`config.mk`:
```
export PLATFORM = sky130hd
export DESIGN_NAME = fscd_handler_flat
export DESIGN_NICKNAME = d
export VERILOG_FILES = /design/src/core/fscd_pkg.sv /design/src/core/fscd_if.sv /design/src/core/fscd_handler.sv /design/src/flat_wrapper.sv
export VERILOG_INCLUDE_DIRS = /design/src /design/src/core
export SDC_FILE = /design/constraint.sdc
export NUM_CORES = 1
export LEC_CHECK = 0
export BUFFER_PORTS_ARGS = -buffer_cell sky130_fd_sc_hd__buf_2
export CORE_MARGIN = 2
export CORE_UTILIZATION = 59
export DETAILED_ROUTE_END_ITERATION = 6
export MAX_ROUTING_LAYER = met4
export PLACE_DENSITY = 0.89
export SLEW_MARGIN = 20
export SYNTH_ARGS = -nofsm -noshare
export SYNTH_HDL_FRONTEND = slang
export SYNTH_SLANG_ARGS = --single-unit
export TNS_END_PERCENT = 50
```
`constraint.sdc`:
```
create_clock -name clk -period 3.39 [get_ports clk]
set_input_delay 0.678 -clock clk [delete_from_list [all_inputs] [get_ports clk]]
set_output_delay 0.678 -clock clk [all_outputs]
set_load 0.01 [all_outputs]
```
`src/core/fscd_defs.svh`:
```
// Constants for the flash service call decoder: call variable offsets, commands,
// selectors, fuse masks and timing counts. Included by the package and both ends.
`ifndef FSCD_DEFS_SVH
`define FSCD_DEFS_SVH
`define FSCD_ADDR_CMD 8'h1C
`define FSCD_ADDR_VAL 8'h1D
`define FSCD_ADDR_HI 8'h1E
`define FSCD_ADDR_LO 8'h1F
`define FSCD_ENTRY_CALL 16'hFFC0
`define FSCD_ENTRY_BOOT 16'hF400
`define FSCD_CMD_ERASE 8'h00
`define FSCD_CMD_WR_CFG 8'h04
`define FSCD_CMD_RD_CFG 8'h05
`define FSCD_CMD_WR_FUSE 8'h07
`define FSCD_CMD_RD_FUSE 8'h08
`define FSCD_CMD_PROG 8'h0D
`define FSCD_CMD_RD_VER 8'h0E
`define FSCD_SEL_MAX_CFG 8'h06
`define FSCD_SEL_MANUF 8'h30
`define FSCD_SEL_ID1 8'h31
`define FSCD_SEL_ID2 8'h60
`define FSCD_SEL_ID3 8'h61
`define FSCD_BLK0_HI 8'h00
`define FSCD_BLK1_HI 8'h20
`define FSCD_BLK2_HI 8'h40
`define FSCD_BLK0_PAGES 16'd32
`define FSCD_BLK1_PAGES 16'd32
`define FSCD_BLK2_PAGES 16'd64
`define FSCD_MASK_CLK_DBL 8'h7F
`define FSCD_MASK_BOOT_JUMP 8'hBF
`define FSCD_MASK_OSC1 8'hDF
`define FSCD_MASK_OSC0 8'hEF
`define FSCD_CFG_RESET 8'hFF
`define FSCD_FUSE_RESET 8'hFF
`define FSCD_PAGE_TIME_NS 32'd10000
`define FSCD_CLK_NS 32'd5
`define FSCD_PAGE_CYCLES (`FSCD_PAGE_TIME_NS / `FSCD_CLK_NS)
`endif

```
`src/core/fscd_pkg.sv`:
```
// Types shared by both ends of the flash service call decoder.
// Assumes fscd_defs.svh is on the include path.
package fscd_pkg;
  `include "fscd_defs.svh"
  typedef enum logic [2:0]
  {
    FSCD_IDLE = 3'b000,
    FSCD_DECODE = 3'b001,
    FSCD_BUSY = 3'b011,
    FSCD_DONE = 3'b010,
    FSCD_BOOT = 3'b110
  } fscd_state_type;
endpackage

```
`src/core/fscd_if.sv`:
```
// Link between application core (caller) and the service handler.
// Assumes one clock and one synchronous reset shared by both ends.
`timescale 1ns/1ps
interface fscd_if
(
  input wire logic clk,
  input wire logic rst
);
  logic [7:0] ram_addr;
  logic [7:0] ram_wdata;
  logic ram_we;
  logic [7:0] ram_rdata;
  logic [15:0] jump_addr;
  logic jump;
  logic boot_space_enable;
  logic returned;
  logic loader_restart;
  modport caller
  (
    input clk, rst, returned, loader_restart,
    output ram_addr, ram_wdata, ram_we, ram_rdata, jump_addr, jump, boot_space_enable
  );
  modport handler
  (
    input clk, rst, ram_addr, ram_wdata, ram_we, jump_addr, jump, boot_space_enable,
    output returned, loader_restart
  );
endinterface

```
`src/core/fscd_handler.sv`:
```
// Service handler end: owns the four call bytes, the configuration store and
// the Flash command outputs. Assumes the caller follows the call sequence.
//
// Implementation choice: the strobed register port.
`timescale 1ns/1ps
`include "fscd_defs.svh"
module fscd_handler
  import fscd_pkg::*;
(
  fscd_if.handler link, // Call link
  output logic [7:0] value_out, // Value byte mirror
  output logic flash_prog_start, // Program latches pulse
  output logic flash_erase_start, // Block erase pulse
  output logic [7:0] flash_erase_block, // Erase block high byte
  output logic [7:0] hardware_security_byte, // Fuse byte
  output logic busy // Service in progress
);
  parameter logic [7:0] MANUF_CODE = 8'h11; // Arbitrary
  parameter logic [7:0] ID1_CODE = 8'h22; // Arbitrary
  parameter logic [7:0] ID2_CODE = 8'h33; // Arbitrary
  parameter logic [7:0] ID3_CODE = 8'h44; // Arbitrary
  parameter logic [7:0] LOADER_VERSION = 8'h10; // Arbitrary
  parameter int PAGE_CYCLES = `FSCD_PAGE_CYCLES;

  logic [7:0] command_selector_reg;
  logic [7:0] value_byte_reg;
  logic [7:0] high_operand_reg;
  logic [7:0] low_operand_reg;
  logic [7:0] cfg_reg [0:6];
  logic [7:0] fuse_reg;
  logic busy_reg;
  fscd_state_type state_reg;
  fscd_state_type state_next;
  logic [31:0] wait_reg;
  logic [31:0] wait_next;
  logic returned_reg;
  logic restart_reg;
  logic prog_reg;
  logic erase_reg;
  logic [7:0] erase_blk_reg;

  // Pages per erase block; zero marks an undefined block
  function automatic logic [15:0] block_pages(input logic [7:0] hi);
    if (hi == `FSCD_BLK0_HI)
      block_pages = `FSCD_BLK0_PAGES;
    else if (hi == `FSCD_BLK1_HI)
      block_pages = `FSCD_BLK1_PAGES;
    else if (hi == `FSCD_BLK2_HI)
      block_pages = `FSCD_BLK2_PAGES;
    else
      block_pages = 16'h0000;
  endfunction

  wire call_hit = link.jump && link.boot_space_enable
                  && link.jump_addr == `FSCD_ENTRY_CALL;
  wire boot_hit = link.jump && link.boot_space_enable
                  && link.jump_addr == `FSCD_ENTRY_BOOT;
  wire is_cfg_sel = low_operand_reg <= `FSCD_SEL_MAX_CFG;
  wire [2:0] cfg_idx = low_operand_reg[2:0];
  wire [15:0] pages = block_pages(high_operand_reg);
  wire is_erase = command_selector_reg == `FSCD_CMD_ERASE && pages != 16'h0000;
  wire is_prog = command_selector_reg == `FSCD_CMD_PROG;
  wire is_wr_cfg = command_selector_reg == `FSCD_CMD_WR_CFG && is_cfg_sel;
  wire is_wr_fuse = command_selector_reg == `FSCD_CMD_WR_FUSE;
  // Erase time scales with the page count of the chosen block
  wire [31:0] erase_cycles = 32'(pages) * 32'(PAGE_CYCLES);
  wire rd_cfg = command_selector_reg == `FSCD_CMD_RD_CFG;
  wire rd_fuse = command_selector_reg == `FSCD_CMD_RD_FUSE && low_operand_reg == 8'h00;
  wire rd_ver = command_selector_reg == `FSCD_CMD_RD_VER && low_operand_reg == 8'h00;
  wire rd_ok = (rd_cfg && (is_cfg_sel || low_operand_reg == `FSCD_SEL_MANUF
               || low_operand_reg == `FSCD_SEL_ID1 || low_operand_reg == `FSCD_SEL_ID2
               || low_operand_reg == `FSCD_SEL_ID3)) || rd_fuse || rd_ver;
  wire [7:0] rd_value =
    rd_fuse ? fuse_reg :
    rd_ver ? LOADER_VERSION :
    (rd_cfg && is_cfg_sel) ? cfg_reg[cfg_idx] :
    low_operand_reg == `FSCD_SEL_MANUF ? MANUF_CODE :
    low_operand_reg == `FSCD_SEL_ID1 ? ID1_CODE :
    low_operand_reg == `FSCD_SEL_ID2 ? ID2_CODE : ID3_CODE;

  // Handler reaches nothing but the four call bytes and its own store
  always_comb
  begin
    state_next = state_reg;
    wait_next = wait_reg;
    case (state_reg)
      FSCD_IDLE:
        if (boot_hit)
          state_next = FSCD_BOOT;
        else if (call_hit)
          state_next = FSCD_DECODE;
      FSCD_DECODE:
      begin
        state_next = FSCD_BUSY;
        if (is_erase)
          wait_next = erase_cycles;
        else if (is_prog || is_wr_cfg || is_wr_fuse)
          wait_next = 32'(PAGE_CYCLES);
        else
          wait_next = 32'd1;
      end
      FSCD_BUSY:
      begin
        wait_next = wait_reg - 32'd1;
        if (wait_reg <= 32'd1)
          state_next = FSCD_DONE;
      end
      FSCD_DONE:
        state_next = FSCD_IDLE;
      FSCD_BOOT:
        state_next = FSCD_IDLE;
      default:
        state_next = FSCD_IDLE;
    endcase
  end

  wire decoding = state_reg == FSCD_DECODE;
  wire finishing = state_reg == FSCD_BUSY && wait_reg <= 32'd1;

  always_ff @(posedge link.clk)
  begin
    if (link.rst || state_reg == FSCD_BOOT)
    begin
      state_reg <= FSCD_IDLE;
      wait_reg <= 32'd0;
    end
    else
    begin
      state_reg <= state_next;
      wait_reg <= wait_next;
    end
  end

  // Busy tracks the state register edge for edge but comes from its own flop
  always_ff @(posedge link.clk)
  begin
    if (link.rst || state_reg == FSCD_BOOT)
      busy_reg <= 1'b0;
    else
      busy_reg <= state_next != FSCD_IDLE;
  end

  // Call bytes: caller writes while idle; handler posts read results
  always_ff @(posedge link.clk)
  begin
    if (link.rst)
    begin
      command_selector_reg <= 8'h00;
      value_byte_reg <= 8'h00;
      high_operand_reg <= 8'h00;
      low_operand_reg <= 8'h00;
    end
    else if (finishing && rd_ok)
      value_byte_reg <= rd_value;
    else if (link.ram_we && state_reg == FSCD_IDLE)
    begin
      if (link.ram_addr == `FSCD_ADDR_CMD)
        command_selector_reg <= link.ram_wdata;
      else if (link.ram_addr == `FSCD_ADDR_VAL)
        value_byte_reg <= link.ram_wdata;
      else if (link.ram_addr == `FSCD_ADDR_HI)
        high_operand_reg <= link.ram_wdata;
      else if (link.ram_addr == `FSCD_ADDR_LO)
        low_operand_reg <= link.ram_wdata;
    end
  end

  always_ff @(posedge link.clk)
  begin
    if (link.rst)
    begin
      for (int i = 0; i < 7; i++)
        cfg_reg[i] <= `FSCD_CFG_RESET;
      fuse_reg <= `FSCD_FUSE_RESET;
    end
    else if (finishing && is_wr_cfg)
      cfg_reg[cfg_idx] <= value_byte_reg;
    else if (finishing && is_wr_fuse)
      fuse_reg <= value_byte_reg;
  end

  always_ff @(posedge link.clk)
  begin
    if (link.rst)
    begin
      prog_reg <= 1'b0;
      erase_reg <= 1'b0;
      erase_blk_reg <= 8'h00;
      returned_reg <= 1'b0;
      restart_reg <= 1'b0;
    end
    else
    begin
      prog_reg <= decoding && is_prog;
      erase_reg <= decoding && is_erase;
      if (decoding && is_erase)
        erase_blk_reg <= high_operand_reg;
      returned_reg <= finishing;
      restart_reg <= state_reg == FSCD_IDLE && boot_hit;
    end
  end

  // Interrupt enable is not an input or output here, so it stays with the caller
  assign link.returned = returned_reg;
  assign link.loader_restart = restart_reg;
  assign value_out = value_byte_reg;
  assign flash_prog_start = prog_reg;
  assign flash_erase_start = erase_reg;
  assign flash_erase_block = erase_blk_reg;
  assign hardware_security_byte = fuse_reg;
  assign busy = busy_reg;
endmodule

```
`src/flat_wrapper.sv`:
```
// flat-port wrapper written by rule: the top's interface ports become plain ports
module fscd_handler_flat import fscd_pkg::*;
  (value_out, flash_prog_start, flash_erase_start, flash_erase_block, hardware_security_byte, busy, clk, rst, link_ram_addr, link_ram_wdata, link_ram_we, link_jump_addr, link_jump, link_boot_space_enable, link_returned, link_loader_restart);
  fscd_if link_i (.clk(clk), .rst(rst));
  output logic [7:0] value_out;
  output logic flash_prog_start;
  output logic flash_erase_start;
  output logic [7:0] flash_erase_block;
  output logic [7:0] hardware_security_byte;
  output logic busy;
  input wire logic clk;
  input wire logic rst;
  input wire logic [$bits(link_i.ram_addr)-1:0] link_ram_addr;
  input wire logic [$bits(link_i.ram_wdata)-1:0] link_ram_wdata;
  input wire logic [$bits(link_i.ram_we)-1:0] link_ram_we;
  input wire logic [$bits(link_i.jump_addr)-1:0] link_jump_addr;
  input wire logic [$bits(link_i.jump)-1:0] link_jump;
  input wire logic [$bits(link_i.boot_space_enable)-1:0] link_boot_space_enable;
  output wire logic [$bits(link_i.returned)-1:0] link_returned;
  output wire logic [$bits(link_i.loader_restart)-1:0] link_loader_restart;
  assign link_i.ram_addr = link_ram_addr;
  assign link_i.ram_wdata = link_ram_wdata;
  assign link_i.ram_we = link_ram_we;
  assign link_i.jump_addr = link_jump_addr;
  assign link_i.jump = link_jump;
  assign link_i.boot_space_enable = link_boot_space_enable;
  assign link_returned = link_i.returned;
  assign link_loader_restart = link_i.loader_restart;
  fscd_handler u_core (.link(link_i), .value_out(value_out), .flash_prog_start(flash_prog_start), .flash_erase_start(flash_erase_start), .flash_erase_block(flash_erase_block), .hardware_security_byte(hardware_security_byte), .busy(busy));
endmodule
```
==> metrics.csv <==
metric,value,unit
status,"complete, no violations",
top cell type's share of synthesized area,27.4,%
CTS Buffer Depth,2,
Crit Path Class,flop to flop,
Rows,40,
Logic pwr share,2.3,%
Seq pwr share,51.1,%
Initial Utilization,60.3,%
die height,115,µm
Setup Buffers After CTS,0,
met3 wire length,1620,µm
Crit path buffers/inverters,0,
register area share after synthesis,50.6,%
multi-input logic area,3430,µm²
nets@finish,828,
Clock Latency Late Sink,0.43,ns
Total Routing Usage GR,31.7,%
Switching Share,21.8,%
first drt pass iteration count,5,
Num CTS Buffers,17,
Post-CTS Hold Fix Bufs,0,
Clock Power Share,46.5,%
register area,3660,µm²
CP endpoint kind,flop,
clock-pin slew on the worst setup and hold paths,0.06,ns
Final Hold Vio Count,0,
final setup fails,0,
CTS tree,built,
pwr/cell area,453,nW/µm²
worst slew margin relative to its limit,41.8,%
crit path time final,2.95,ns
CP max-delay cell,o21ai_1,
hold slack,0.457,ns
startpoint types,flop,
switching pwr,818,µW
Layout Cells excl Fill,944,
crit-path leading delay family,simple AND/OR/NAND/NOR gates,
TNS Setup,0,ns
Mapped Area,7240,µm²
Synth Warn #,0,
Achievable Freq,339,MHz
post-CTS sizing,0,
leakage,3.16,nW
critical path cell sequence,nor4_1 > nand3_1 > nor2_1 > nand4_2 > o21ai_1,
cells after synthesis,711,
unrepaired setup endpoints after global routing,no,
worst-case clock skew,0.0111,ns
cell taking the most area after synthesis,dfxtp_1,
syn_area_per_cell,10.2,µm²
CTS Sinks,155,
Ant. Diodes,0,
layout cells sized above 1,18.3,%
Worst EP required,3.45,ns
Fill cells,827,
total wire length,19400,µm
initial antenna violation count,0,
placed inst area,7760,µm²
crit path DAT,3.01,ns
Final Max Slew Viols,0,
wire per inst,20.5,µm
# DRC,0,
Final Core Density,69.1,%
worst-path maximum fanout,8,
GPL Wtd Cong,0.888,
Critical Path Max Stage Delay,0.71,ns
asr flop ratio synth,0,%
Pint,2.94,mW
"Primary FF master, synth",dfxtp_1,
"Design Area, Final",8300,µm²
core footprint,12000,µm²
max FFs per register,64,
root buf cell,clkbuf_16,
drt initial violations,594,
metal2 WL,9620,µm
number of global-route vias before repair,5921,
gr ovfl total,0,
chip width,115,µm
HP Class,flop to flop,
Placed Instances,912,
Worst Max-Slew Pin Slew,0.872,ns
first-pass GRT wire length,30700,µm
Max Used Layer,met4,
final worst-path cycle share,87.0,%
Via Count,6022,
port bufs,65,
#FFs+latches synth,155,
Unique masters post-synth,65,
detail-routed via count per cell,6.38,
H-Tree Depth,4,
M1 WL,7310,µm
Post-synth EDFFs,56,
I/O pin count,66,
post-route ant nets,0,
Area growth syn-to-layout,14.6,%
DP HPWL,13400,µm
VDD IR max,0.000318,V
max-cap violation count,0,
pin count of the biggest net entering global routing,53,
Synth area leaders,"dfxtp_1 27%, edfxtp_1 23%, mux2i_1 6.9%",
Die ar.,13200,µm²
## routing by layer
layer	vias up	global-route usage (%)
li1	2721	-
met1	2872	36.7
met2	351	51.5
met3	78	7.49
met4	0	16.9
met5	-	-
## cell usage in the layout, fill, tap and decap left out, types with 9 or more instances in the layout
cell type  count
edfxtp_1      56
buf_4         15
nor3_1        22
or3_1         15
nand2b_1      16
o21ai_0       15
xnor2_1       13
nand2_1       93
buf_2         65
dfxtp_1       99
nor4_1        13
nor2_1        82
mux4_2        16
inv_1         13
clkbuf_16     17
mux2i_1       50
a21o_1         9
a21oi_1       35
nand3_1       11
## worst register-to-register path, stage by stage, from the launching register on
cell and delay [ns]:
dfxtp_1 0.38, nor4_1 0.60, nand3_1 0.25, nor2_1 0.35, nand4_2 0.29, o21ai_1 0.71
## area by class of cell
type | instances | share of cell area [%]
Multi-Input combinational cell | 517 | 41.3
Inverter | 13 | 0.588
Timing Repair Buffer | 80 | 5.28
Clock buffer | 18 | 5.17
Clock inverter | 14 | 1.28
Tap cell | 147 | 2.22
Sequential cell | 155 | 44.2
## power by group through the flow
stage / clock (mW) / combinational, mW / sequential (mW)
after floorplan: 0 / 0.0408 / 1.96
after global placement: 0 / 0.0826 / 1.96
after detailed placement: 0 / 0.0863 / 1.96
after CTS: 1.75 / 0.0868 / 1.92
after global routing: 1.82 / 0.0955 / 1.92
final: 1.75 / 0.0883 / 1.92
## final timing paths
check / start / endpoint / slack [ns] / depth (start not counted)
worst min-delay path: u_core.flash_erase_block[6] / u_core.flash_erase_block[6] / 0.46 / 2
worst max register to register: u_core.low_operand_reg[4] / u_core.cfg_reg[1][0] / 0.44 / 5
worst max-delay path: u_core.low_operand_reg[4] / u_core.cfg_reg[1][0] / 0.44 / 5
worst min register to register: u_core.flash_erase_block[6] / u_core.flash_erase_block[6] / 0.46 / 2
## cell usage after synthesis (15+ instances only)
cell type and n:
dfxtp_1 99, nand2_1 93, nor2_1 82, edfxtp_1 56
mux2i_1 50, a21oi_1 35, clkbuf_1 29, nor3_1 22
mux4_2 16, nand2b_1 16, o21ai_0 15, or3_1 15
## cells by family after synthesis
group	Yosys count	synth area share, %
AO/OA/AOI/OAI	108	9.42
flip-flops	155	50.6
multiplexers	69	12.4
other	1	0.0518
XOR/XNOR	20	2.42
buffers and inverters	46	2.44
adder cells (fa/ha/maj)	7	1.21
AND/OR/NAND/NOR	305	21.5
## stage by stage
stage	setup WS (ns)	total power, mW
5_1_grt	0.177	3.84
3_3_place_gp	0.625	2.05
4_1_cts	0.470	3.76
6_report	0.440	3.76
3_5_place_dp	0.530	2.05
2_1_floorplan	0.516	2.00
No activity file was read; power rests on OpenSTA's default activity.
